## config.mk

```make
export PLATFORM = sky130hd
export DESIGN_NAME = bst_test_port
export DESIGN_NICKNAME = d
export VERILOG_FILES = /design/src/bst_pkg.sv /design/src/bst_test_port.sv /design/src/bst_cell.sv
export VERILOG_INCLUDE_DIRS = /design/src
export SDC_FILE = /design/constraint.sdc
export NUM_CORES = 1
export LEC_CHECK = 0
export ABC_AREA = 1
export BUFFER_PORTS_ARGS = -buffer_cell sky130_fd_sc_hd__buf_2
export CORE_UTILIZATION = 45
export CTS_BUF_LIST = sky130_fd_sc_hd__clkbuf_16
export DETAILED_ROUTE_END_ITERATION = 8
export GPL_TIMING_DRIVEN = 0
export PLACE_DENSITY = 0.85
export SETUP_SLACK_MARGIN = 0.4
export SYNTH_ARGS = -nofsm -noshare
export SYNTH_HDL_FRONTEND = slang
export SYNTH_SLANG_ARGS = --single-unit
```

## constraint.sdc

```tcl
create_clock -name clk_i -period 1.7 [get_ports clk_i]
set_input_delay 0.085 -clock clk_i [delete_from_list [all_inputs] [get_ports clk_i]]
set_output_delay 0.085 -clock clk_i [all_outputs]
set_load 0.02 [all_outputs]
```

## src/bst_cfg.svh

```systemverilog
`ifndef BST_CFG_SVH
`define BST_CFG_SVH

`define BST_IR_W 3
`define BST_IR_EXTEST 3'h0
`define BST_IR_RING1 3'h1
`define BST_IR_CFG_WRITE 3'h2
`define BST_IR_RESERVED 3'h3
`define BST_IR_SAMPLE 3'h4
`define BST_IR_RING2 3'h5
`define BST_IR_CFG_READ 3'h6
`define BST_IR_BYPASS 3'h7
`define BST_IR_CAPTURE 3'h1
`define BST_IR_RESET 3'h7

`define BST_NUM_PADS 8

`define BST_ADR_CTRL 8'h00
`define BST_ADR_STATUS 8'h04
`define BST_CTRL_KEEP_BIT 0
`define BST_CTRL_RDBK_BIT 1
`define BST_CTRL_RESET 2'h0
`define BST_ST_STATE_LSB 0
`define BST_ST_IR_LSB 4
`define BST_ST_ACTIVE_BIT 7
`define BST_ST_DONE_BIT 8

`define BST_PIN_RECONFIGURE_PIN 3
`define BST_PIN_TCK 2
`define BST_PIN_TMS 1
`define BST_PIN_TDI 0
`define BST_PIN_RESET 4'h9

`endif

```

## src/bst_pkg.sv

```systemverilog
package bst_pkg;

  typedef enum logic [3:0] {
    TEST_LOGIC_RESET,
    RUN_TEST_IDLE,
    SELECT_DR,
    CAPTURE_DR,
    SHIFT_DR,
    EXIT1_DR,
    PAUSE_DR,
    EXIT2_DR,
    UPDATE_DR,
    SELECT_IR,
    CAPTURE_IR,
    SHIFT_IR,
    EXIT1_IR,
    PAUSE_IR,
    EXIT2_IR,
    UPDATE_IR
  } bst_tap_state_t;

endpackage : bst_pkg

```

## src/bst_test_port.sv

```systemverilog
// Added by the designer: the placing of the registers and register access over Wishbone.
`timescale 1ns/1ps
`include "bst_cfg.svh"

// Overview of operation
// - Four test pins only; reconfigure pin resets all test logic and state machine.
// - Three-bit instruction register, eight codes; code 011 is reserved.
// - Code 000 external test, 100 sample/preload, 111 bypass.
// - Codes 001 and 101 each route one internal scan ring through.
// - Code 010 streams test data in into configuration memory.
// - Code 110 shifts memory contents out once configuration is done.
// - Each pad has output and 3-state bits; enabled drives, else captures pad.
// - Sample captures each 3-state control, and per control the pad level or core data, in one cycle.
// - All pads except config clock, done and test pins are in chain.
// - Chain runs clockwise from top-left pad to topmost left-edge pad.
// - Bypass is one flop; each boundary pad adds two flop stages.
// - Test logic active before and during configuration; option decides after.
// - No identification register; nothing identifies the part.
// - Disabled after configuration, pins become user I/O; output floats or readback.
// - Test output shares one pad with configuration readback data.
// - Inputs sampled on rising test clock; output changes on falling edge.
// - External-test values reach the pads on the falling test clock edge.
// - Output select high for external test, low for bypass or sample.
// - Control cell flag picks pad input (low) or core data (high).
module bst_test_port
  import bst_pkg::*;
(
  input wire logic clk_i,
  input wire logic rst_i,
  input wire logic [7:0] wb_adr_i,
  input wire logic [31:0] wb_dat_i,
  output logic [31:0] wb_dat_o,
  input wire logic wb_we_i,
  input wire logic [3:0] wb_sel_i,
  input wire logic wb_cyc_i,
  input wire logic wb_stb_i,
  output logic wb_ack_o,
  input wire logic tck_i,
  input wire logic tms_i,
  input wire logic tdi_i,
  output logic tdo_o,
  output logic tdo_oe_o,
  input wire logic reconfigure_pin_n_i,
  input wire logic config_done_i,
  input wire logic readback_data_i,
  output logic user_io_en_o,
  input wire logic [`BST_NUM_PADS-1:0] pad_in_i,
  input wire logic [`BST_NUM_PADS-1:0] core_out_i,
  input wire logic [`BST_NUM_PADS-1:0] core_oe_i,
  output logic [`BST_NUM_PADS-1:0] pad_out_o,
  output logic [`BST_NUM_PADS-1:0] pad_oe_o,
  output logic ring_si_o,
  output logic ring1_capture_o,
  output logic ring1_shift_o,
  output logic ring1_update_o,
  input wire logic ring1_so_i,
  output logic ring2_capture_o,
  output logic ring2_shift_o,
  output logic ring2_update_o,
  input wire logic ring2_so_i,
  output logic cfg_wr_data_o,
  output logic cfg_wr_strobe_o,
  input wire logic cfg_rd_data_i,
  output logic cfg_rd_strobe_o
);

  logic [3:0] sync1_reg;
  logic [3:0] sync2_reg;
  logic [3:0] sync3_reg;
  logic [3:0] pin_lvl_reg;
  logic [3:0] pin_lvl_next;
  logic [1:0] ctrl_reg;
  logic ack_reg;
  logic [31:0] dat_reg;
  bst_tap_state_t state_reg;
  bst_tap_state_t state_next;
  logic [`BST_IR_W-1:0] ir_sh_reg;
  logic [`BST_IR_W-1:0] ir_reg;
  logic bypass_reg;
  logic tdo_reg;
  logic tdo_oe_reg;
  wire [`BST_NUM_PADS:0] chain;

  // Pin inputs: three flops; a change counts when the last two agree.
  always_ff @(posedge clk_i) begin
    if (rst_i) begin
      sync1_reg <= `BST_PIN_RESET;
      sync2_reg <= `BST_PIN_RESET;
      sync3_reg <= `BST_PIN_RESET;
    end else begin
      sync1_reg <= {reconfigure_pin_n_i, tck_i, tms_i, tdi_i};
      sync2_reg <= sync1_reg;
      sync3_reg <= sync2_reg;
    end
  end

  assign pin_lvl_next = (sync2_reg & sync3_reg) |
                        (pin_lvl_reg & (sync2_reg | sync3_reg));

  always_ff @(posedge clk_i) begin
    if (rst_i) begin
      pin_lvl_reg <= `BST_PIN_RESET;
    end else begin
      pin_lvl_reg <= pin_lvl_next;
    end
  end

  wire tck_lvl = pin_lvl_reg[`BST_PIN_TCK];
  wire tck_lvl_next = pin_lvl_next[`BST_PIN_TCK];
  wire tck_rise = tck_lvl_next & ~tck_lvl;
  wire tck_fall = ~tck_lvl_next & tck_lvl;
  wire tms_lvl = pin_lvl_reg[`BST_PIN_TMS];
  wire tdi_lvl = pin_lvl_reg[`BST_PIN_TDI];
  wire reconfigure_pin_low = ~pin_lvl_reg[`BST_PIN_RECONFIGURE_PIN];

  // Activity: always before and during configuration, then by option.
  wire keep_opt = ctrl_reg[`BST_CTRL_KEEP_BIT];
  wire rdbk_opt = ctrl_reg[`BST_CTRL_RDBK_BIT];
  wire active = ~config_done_i | keep_opt;
  wire tap_rst = rst_i | reconfigure_pin_low | ~active;

  // Wishbone classic slave; every access acked one cycle after request.
  wire wb_req = wb_cyc_i & wb_stb_i & ~ack_reg;
  wire hit_ctrl = wb_adr_i == `BST_ADR_CTRL;
  wire hit_status = wb_adr_i == `BST_ADR_STATUS;
  wire ctrl_wr = wb_cyc_i & wb_stb_i & ack_reg & wb_we_i & hit_ctrl &
                 wb_sel_i[0];
  wire [31:0] status_word = {23'h0, config_done_i, active,
                             ir_reg, state_reg};
  wire [31:0] rd_word = hit_ctrl ? {30'h0, ctrl_reg} :
                        hit_status ? status_word : 32'h0;

  always_ff @(posedge clk_i) begin
    if (rst_i) begin
      ctrl_reg <= `BST_CTRL_RESET;
      ack_reg <= 1'b0;
      dat_reg <= 32'h0;
    end else begin
      ack_reg <= wb_req;
      if (ctrl_wr) begin
        ctrl_reg <= wb_dat_i[1:0];
      end
      if (wb_req & ~wb_we_i) begin
        dat_reg <= rd_word;
      end
    end
  end

  assign wb_ack_o = ack_reg;
  assign wb_dat_o = dat_reg;

  // Test port state machine.
  always_comb begin
    case (state_reg)
      TEST_LOGIC_RESET: begin
        state_next = tms_lvl ? TEST_LOGIC_RESET : RUN_TEST_IDLE;
      end
      RUN_TEST_IDLE: begin
        state_next = tms_lvl ? SELECT_DR : RUN_TEST_IDLE;
      end
      SELECT_DR: begin
        state_next = tms_lvl ? SELECT_IR : CAPTURE_DR;
      end
      CAPTURE_DR: begin
        state_next = tms_lvl ? EXIT1_DR : SHIFT_DR;
      end
      SHIFT_DR: begin
        state_next = tms_lvl ? EXIT1_DR : SHIFT_DR;
      end
      EXIT1_DR: begin
        state_next = tms_lvl ? UPDATE_DR : PAUSE_DR;
      end
      PAUSE_DR: begin
        state_next = tms_lvl ? EXIT2_DR : PAUSE_DR;
      end
      EXIT2_DR: begin
        state_next = tms_lvl ? UPDATE_DR : SHIFT_DR;
      end
      UPDATE_DR: begin
        state_next = tms_lvl ? SELECT_DR : RUN_TEST_IDLE;
      end
      SELECT_IR: begin
        state_next = tms_lvl ? TEST_LOGIC_RESET : CAPTURE_IR;
      end
      CAPTURE_IR: begin
        state_next = tms_lvl ? EXIT1_IR : SHIFT_IR;
      end
      SHIFT_IR: begin
        state_next = tms_lvl ? EXIT1_IR : SHIFT_IR;
      end
      EXIT1_IR: begin
        state_next = tms_lvl ? UPDATE_IR : PAUSE_IR;
      end
      PAUSE_IR: begin
        state_next = tms_lvl ? EXIT2_IR : PAUSE_IR;
      end
      EXIT2_IR: begin
        state_next = tms_lvl ? UPDATE_IR : SHIFT_IR;
      end
      UPDATE_IR: begin
        state_next = tms_lvl ? SELECT_DR : RUN_TEST_IDLE;
      end
      default: begin
        state_next = TEST_LOGIC_RESET;
      end
    endcase
  end

  always_ff @(posedge clk_i) begin
    if (tap_rst) begin
      state_reg <= TEST_LOGIC_RESET;
    end else if (tck_rise) begin
      state_reg <= state_next;
    end
  end

  wire in_cap_dr = state_reg == CAPTURE_DR;
  wire in_sh_dr = state_reg == SHIFT_DR;
  wire in_up_dr = state_reg == UPDATE_DR;
  wire in_sh_ir = state_reg == SHIFT_IR;

  // Instruction decode.
  wire sel_extest = ir_reg == `BST_IR_EXTEST;
  wire sel_sample = ir_reg == `BST_IR_SAMPLE;
  wire sel_ring1 = ir_reg == `BST_IR_RING1;
  wire sel_ring2 = ir_reg == `BST_IR_RING2;
  wire sel_cfg_wr = ir_reg == `BST_IR_CFG_WRITE;
  wire sel_cfg_rd = (ir_reg == `BST_IR_CFG_READ) & config_done_i;
  wire sel_bsr = sel_extest | sel_sample;
  // Bypass, the reserved code, the configuration write code and an early read use the bypass flop.
  wire sel_bypass = ~(sel_bsr | sel_ring1 | sel_ring2 | sel_cfg_rd);
  wire mode = sel_extest;

  // Instruction register; no identification code is ever loaded.
  always_ff @(posedge clk_i) begin
    if (tap_rst) begin
      ir_sh_reg <= `BST_IR_RESET;
      ir_reg <= `BST_IR_RESET;
    end else begin
      if (tck_rise & (state_reg == CAPTURE_IR)) begin
        ir_sh_reg <= `BST_IR_CAPTURE;
      end else if (tck_rise & in_sh_ir) begin
        ir_sh_reg <= {tdi_lvl, ir_sh_reg[`BST_IR_W-1:1]};
      end
      if (tck_fall & (state_reg == UPDATE_IR)) begin
        ir_reg <= ir_sh_reg;
      end
    end
  end

  // Single-flop bypass register.
  always_ff @(posedge clk_i) begin
    if (tap_rst) begin
      bypass_reg <= 1'b0;
    end else if (tck_rise & in_cap_dr) begin
      bypass_reg <= 1'b0;
    end else if (tck_rise & in_sh_dr) begin
      bypass_reg <= tdi_lvl;
    end
  end

  // Boundary chain, pad 0 top-left first, last pad at the left-top end.
  wire bsr_cap = tck_rise & in_cap_dr & sel_bsr;
  wire bsr_shift = tck_rise & in_sh_dr & sel_bsr;
  wire bsr_update = tck_fall & in_up_dr & sel_bsr;

  assign chain[0] = tdi_lvl;

  genvar gi;
  generate
    for (gi = 0; gi < `BST_NUM_PADS; gi = gi + 1) begin : g_pad
      bst_cell u_cell (
        .clk_i(clk_i),
        .rst_i(tap_rst),
        .capture_i(bsr_cap),
        .shift_i(bsr_shift),
        .update_i(bsr_update),
        .mode_i(mode),
        .scan_i(chain[gi]),
        .pad_in_i(pad_in_i[gi]),
        .core_out_i(core_out_i[gi]),
        .core_oe_i(core_oe_i[gi]),
        .scan_o(chain[gi+1]),
        .pad_out_o(pad_out_o[gi]),
        .pad_oe_o(pad_oe_o[gi])
      );
    end
  endgenerate

  // Internal scan rings and the configuration paths.
  wire dr_cap = tck_rise & in_cap_dr;
  wire dr_shift = tck_rise & in_sh_dr;
  wire dr_update = tck_fall & in_up_dr;

  assign ring_si_o = tdi_lvl;
  assign ring1_capture_o = dr_cap & sel_ring1;
  assign ring1_shift_o = dr_shift & sel_ring1;
  assign ring1_update_o = dr_update & sel_ring1;
  assign ring2_capture_o = dr_cap & sel_ring2;
  assign ring2_shift_o = dr_shift & sel_ring2;
  assign ring2_update_o = dr_update & sel_ring2;
  assign cfg_wr_data_o = tdi_lvl;
  assign cfg_wr_strobe_o = dr_shift & sel_cfg_wr & active;
  assign cfg_rd_strobe_o = dr_shift & sel_cfg_rd;

  // Serial output select for the shared output pad.
  wire dr_out = sel_bsr ? chain[`BST_NUM_PADS] :
                sel_ring1 ? ring1_so_i :
                sel_ring2 ? ring2_so_i :
                sel_cfg_rd ? cfg_rd_data_i : bypass_reg;
  wire sh_out = in_sh_ir ? ir_sh_reg[0] : dr_out;
  wire shifting = in_sh_ir | in_sh_dr;

  always_ff @(posedge clk_i) begin
    if (rst_i | reconfigure_pin_low) begin
      tdo_reg <= 1'b0;
      tdo_oe_reg <= 1'b0;
    end else if (~active) begin
      tdo_reg <= readback_data_i;
      tdo_oe_reg <= rdbk_opt;
    end else if (tck_fall) begin
      tdo_reg <= sh_out;
      tdo_oe_reg <= shifting;
    end
  end

  assign tdo_o = tdo_reg;
  assign tdo_oe_o = tdo_oe_reg;
  assign user_io_en_o = ~active;

endmodule : bst_test_port

```

## src/bst_cell.sv

```systemverilog
`timescale 1ns/1ps

module bst_cell (
  input wire logic clk_i,
  input wire logic rst_i,
  input wire logic capture_i,
  input wire logic shift_i,
  input wire logic update_i,
  input wire logic mode_i,
  input wire logic scan_i,
  input wire logic pad_in_i,
  input wire logic core_out_i,
  input wire logic core_oe_i,
  output logic scan_o,
  output logic pad_out_o,
  output logic pad_oe_o
);

  logic ctrl_sh_reg;
  logic data_sh_reg;
  logic ctrl_up_reg;
  logic data_up_reg;
  wire drive_direction_flag;
  wire data_capture;

  // The control cell picks what the data cell captures.
  assign drive_direction_flag = mode_i ? ctrl_up_reg : core_oe_i;
  assign data_capture = drive_direction_flag ? core_out_i : pad_in_i;

  always_ff @(posedge clk_i) begin
    if (rst_i) begin
      ctrl_sh_reg <= 1'b0;
      data_sh_reg <= 1'b0;
    end else if (capture_i) begin
      ctrl_sh_reg <= drive_direction_flag;
      data_sh_reg <= data_capture;
    end else if (shift_i) begin
      ctrl_sh_reg <= scan_i;
      data_sh_reg <= ctrl_sh_reg;
    end
  end

  always_ff @(posedge clk_i) begin
    if (rst_i) begin
      ctrl_up_reg <= 1'b0;
      data_up_reg <= 1'b0;
    end else if (update_i) begin
      ctrl_up_reg <= ctrl_sh_reg;
      data_up_reg <= data_sh_reg;
    end
  end

  assign scan_o = data_sh_reg;
  assign pad_oe_o = mode_i ? ctrl_up_reg : core_oe_i;
  assign pad_out_o = mode_i ? data_up_reg : core_out_i;

endmodule : bst_cell

```

==> impl_metrics.toml <==
[cts]
worst_setup_hold_path_clk_slew_ns = 0.06
tritoncts_num_sinks = 73
cts-buffers-inserted = 9
cts_tree = "built"
clockBufferDepth = 2
cts_htree_levels = 3
clock_root_buffer = "sky130_fd_sc_hd__clkbuf_16"
later_pin_clock_latency_in_the_skew_report_ns = 0.35

[worst_hold_path]
holdCritStartpoint = "rst_i"
endpoint_worst_hold = "sync1_reg[0]$_SDFF_PP1_"
min-delay-path-class = "in2reg"
min_delay_path_depth = 2

[setup_path]
r2r_slack_ns = 0.02
critical_path_peak_fanout = 5
crit_top_cell = "sky130_fd_sc_hd__nand2_4"
path_cells = "nor2_4, nand2_4, buf_8, clkbuf_16, nand2_4, o21ai_2, buf_4, buf_6"
worst_ep_required_time_ns = 1.62
critPathArrivalTime_ns = 1.67
worstSetupPathType = "reg2out"
worstReg2RegStart = "sync2_reg[2]$_SDFF_PP0_"
critical_path.max_stage_delay_ns = 0.36
critPathSlowestCell = "sky130_fd_sc_hd__dfxtp_4"
timing.critical_path.to_type = "primary output"
start_kind = "flip-flop"
worstRegToRegCells = 10
rr_endpoint = "g_pad[7].u_cell.ctrl_sh_reg$_SDFFE_PP0P_"

[yosys]
cells_after_synthesis = 534
synth.yosys.seq_area_share = 0.388
synth-async-reset-ratio = 0
synth-edff-count = 0
avgSynthCellArea_um2 = 7.06
synthMostInstantiatedCell = "sky130_fd_sc_hd__nand2_1"
synth_largest_type_area_fraction = 0.388
dominantRegCellSynth = "sky130_fd_sc_hd__dfxtp_1"
synth.distinct_cells = 31
synth.cell_area_mm2 = 0.00377
synth_top_cell_by_area = "sky130_fd_sc_hd__dfxtp_1"
synth_commonest_cells = "102 x sky130_fd_sc_hd__nand2_1, 73 x sky130_fd_sc_hd__dfxtp_1, 66 x sky130_fd_sc_hd__inv_1, 59 x sky130_fd_sc_hd__o21ai_0, 49 x sky130_fd_sc_hd__a21oi_1"
synth.area.top_cells = "sky130_fd_sc_hd__dfxtp_1 39%, sky130_fd_sc_hd__nand2_1 10%, sky130_fd_sc_hd__buf_4 8.0%"
post_synthesis_sequential_element_count = 73
synthesis.yosys.warnings = 0

[placement]
dp_hpwl_mm = 7.01
gp_routability_congestion = 0.890
place_worst_setup_slack_ns = -0.0188
placement.io_buffers = 87

[cells_and_area]
fraction_of_layout_instances_using_a_drive_strength_above_1 = 0.549
multiInputGateArea_mm2 = 0.00260
net_count_reported_at_finish = 816
antenna_cells_inserted = 0
fillerInstances = 411
seqCellArea_mm2 = 0.00150
area_growth_syn_to_layout_pct = 77.7
largest_register_ffs = 9

[timing]
grt_setup_unrepaired = "yes"
min_period_ns = 1.76
clock-skew-final_ns = 0.0125
fin_worst_hold_slack_ns = 0.00891
timing.fmax_mhz = 568
post-route-period-util = 1.04
final-max-slew-violation-count = 0
setup_ws_ns = -0.0597
timing.final.setup_violations = 12
setup_tns_after_final_layout_ns = -0.369
timing.slew.headroom = 0.637
tightestPinTransition_ns = 0.540
final_number_of_hold_violating_endpoints = 0

[status]
outcome = "finished, violations left"
violations = "negative setup slack"

[route]
route.detailed.wl_per_inst_um = 20.1
drt-total-wl_mm = 17.0
firstDrtPassIters = 4
route.detailed.vias_per_inst = 5.72
detailroute.via_count = 4831
detail_route.drc_violations = 0
first_iter_violations = 268
final_antenna_net_count = 0

[power_and_ir_drop]
cellPowerDensity_mw_per_mm2 = 620
total_switching_power_mw = 1.07
vdd.ir_drop.worst_mv = 0.534
power.total_mw = 4.15
static-leakage-power_nw = 2.92
power_switching_share = 0.258
share_seq_of_total_power = 0.415
pwr-share-comb = 0.121
pwr-share-clk = 0.464
p_int_mw = 3.08

[floorplanning]
io-pin-count = 144
overall_die_area_mm2 = 0.00875
die_x_um = 93.5
core_mm2 = 0.00818
rows = 33
die_height_um = 93.5
initial_utilization = 0.461

[grt]
grt_pass1_wl_mm = 20.2
antenna_found_initial = 1
first_global_vias = 4301
grt_max_degree = 14
total_grt_usage = 0.302
gr-total-overflow = 0

[job]
maxCapViolCount = 0
cells by family after synthesis:
group,share of synthesized area
AO/OA/AOI/OAI,0.209
buffers and inverters,0.172
flip-flops,0.388
other,0.000995
AND/OR/NAND/NOR,0.230
power groups by stage:
stage          logic [mW]  clock network [mW]  registers, mW
2_1_floorplan       0.242                   0           1.78
3_3_place_gp        0.350                   0           1.77
3_5_place_dp        0.356                   0           1.77
4_1_cts             0.416                1.90           1.73
5_1_grt             0.530                1.99           1.72
6_report            0.501                1.93           1.72
placed cells by master, fill, tap and decap left out, types with 11 or more instances in the layout:
cell / synthesis / final
sky130_fd_sc_hd__clkbuf_16: 0 / 11
sky130_fd_sc_hd__buf_2: 4 / 65
sky130_fd_sc_hd__dfxtp_1: 73 / 63
sky130_fd_sc_hd__inv_1: 66 / 56
sky130_fd_sc_hd__o21ai_0: 59 / 14
sky130_fd_sc_hd__nand3_1: 28 / 17
sky130_fd_sc_hd__o211ai_1: 12 / 12
sky130_fd_sc_hd__o21ai_4: 0 / 13
sky130_fd_sc_hd__a21oi_1: 49 / 30
sky130_fd_sc_hd__conb_1: 1 / 23
sky130_fd_sc_hd__nand2_1: 102 / 62
sky130_fd_sc_hd__nand2_4: 3 / 27
sky130_fd_sc_hd__o21ai_2: 8 / 22
sky130_fd_sc_hd__nor2_1: 39 / 19
sky130_fd_sc_hd__nand2_2: 1 / 14
sky130_fd_sc_hd__nor2_4: 3 / 20
sky130_fd_sc_hd__buf_4: 40 / 82
sky130_fd_sc_hd__a21oi_2: 0 / 18
sky130_fd_sc_hd__buf_6: 2 / 49
sky130_fd_sc_hd__o21ai_1: 0 / 18
routing by layer:
metal | track usage | routed length, um | vias up | part of all wire
li1 | - | - | 2085 | -
met2 | 0.552 | 8420 | 346 | 0.50
met1 | 0.313 | 5530 | 2261 | 0.33
met5 | 0 | 17 | - | 0.0010
met3 | 0.0642 | 1460 | 137 | 0.086
met4 | 0.187 | 1550 | 2 | 0.091
final cells by class:
type | instances | share of cell area
inverter | 72 | 0.0486
clock inverter | 7 | 0.0106
timing repair buffer | 165 | 0.203
clock buffer | 9 | 0.0336
multi-input combinational | 359 | 0.389
tap | 105 | 0.0196
buffer | 54 | 0.0725
sequential | 73 | 0.223
what timing repair did:
action                     in CTS  in global routing
setup endpoints to repair      70                 69
hold endpoints to repair        4                  0
resized for setup             191                190
pin swaps                      34                 49
buffers inserted               43                 26
hold buffers                    4                  0
cloned                          6                  1
worst max-delay path: cells and delay by family (launching register included):
| family | cells | cell delay, ns |
|---|---|---|
| buffers and inverters | 4 | 0.58 |
| DFF | 1 | 0.36 |
| and+or+nand+nor | 3 | 0.33 |
| AOI/OAI and AO/OA | 1 | 0.05 |
stage by stage:
stage	util	std cells	cell area, um2
3_3_place_gp	0.545	748	4450
3_5_place_dp	0.545	748	4450
4_1_cts	0.710	817	5800
6_report	0.819	844	6700
2_1_floorplan	-	556	3890
5_1_grt	0.819	844	6700
worst max path at each step:
stage | slack [ns] | endpoint | start | cells after the start
after floorplan | 0.39 | g_pad[0].u_cell.scan_o$_SDFFE_PP0P_ | sync2_reg[2]$_SDFF_PP0_ | 9
after global placement | 0.004 | g_pad[0].u_cell.ctrl_up_reg$_SDFFE_PP0P_ | state_reg[3]$_SDFFE_PP0P_ | 6
after detailed placement | -0.02 | g_pad[7].u_cell.ctrl_up_reg$_SDFFE_PP0P_ | rst_i | 7
after CTS | 0.04 | pad_out_o[0] | ir_reg[0]$_SDFFE_PP1P_ | 8
after global routing | -0.11 | pad_out_o[0] | ir_reg[2]$_SDFFE_PP1P_ | 8
final | -0.06 | pad_out_o[0] | ir_reg[1]$_SDFFE_PP1P_ | 8
(Power assumes the default switching activity.)
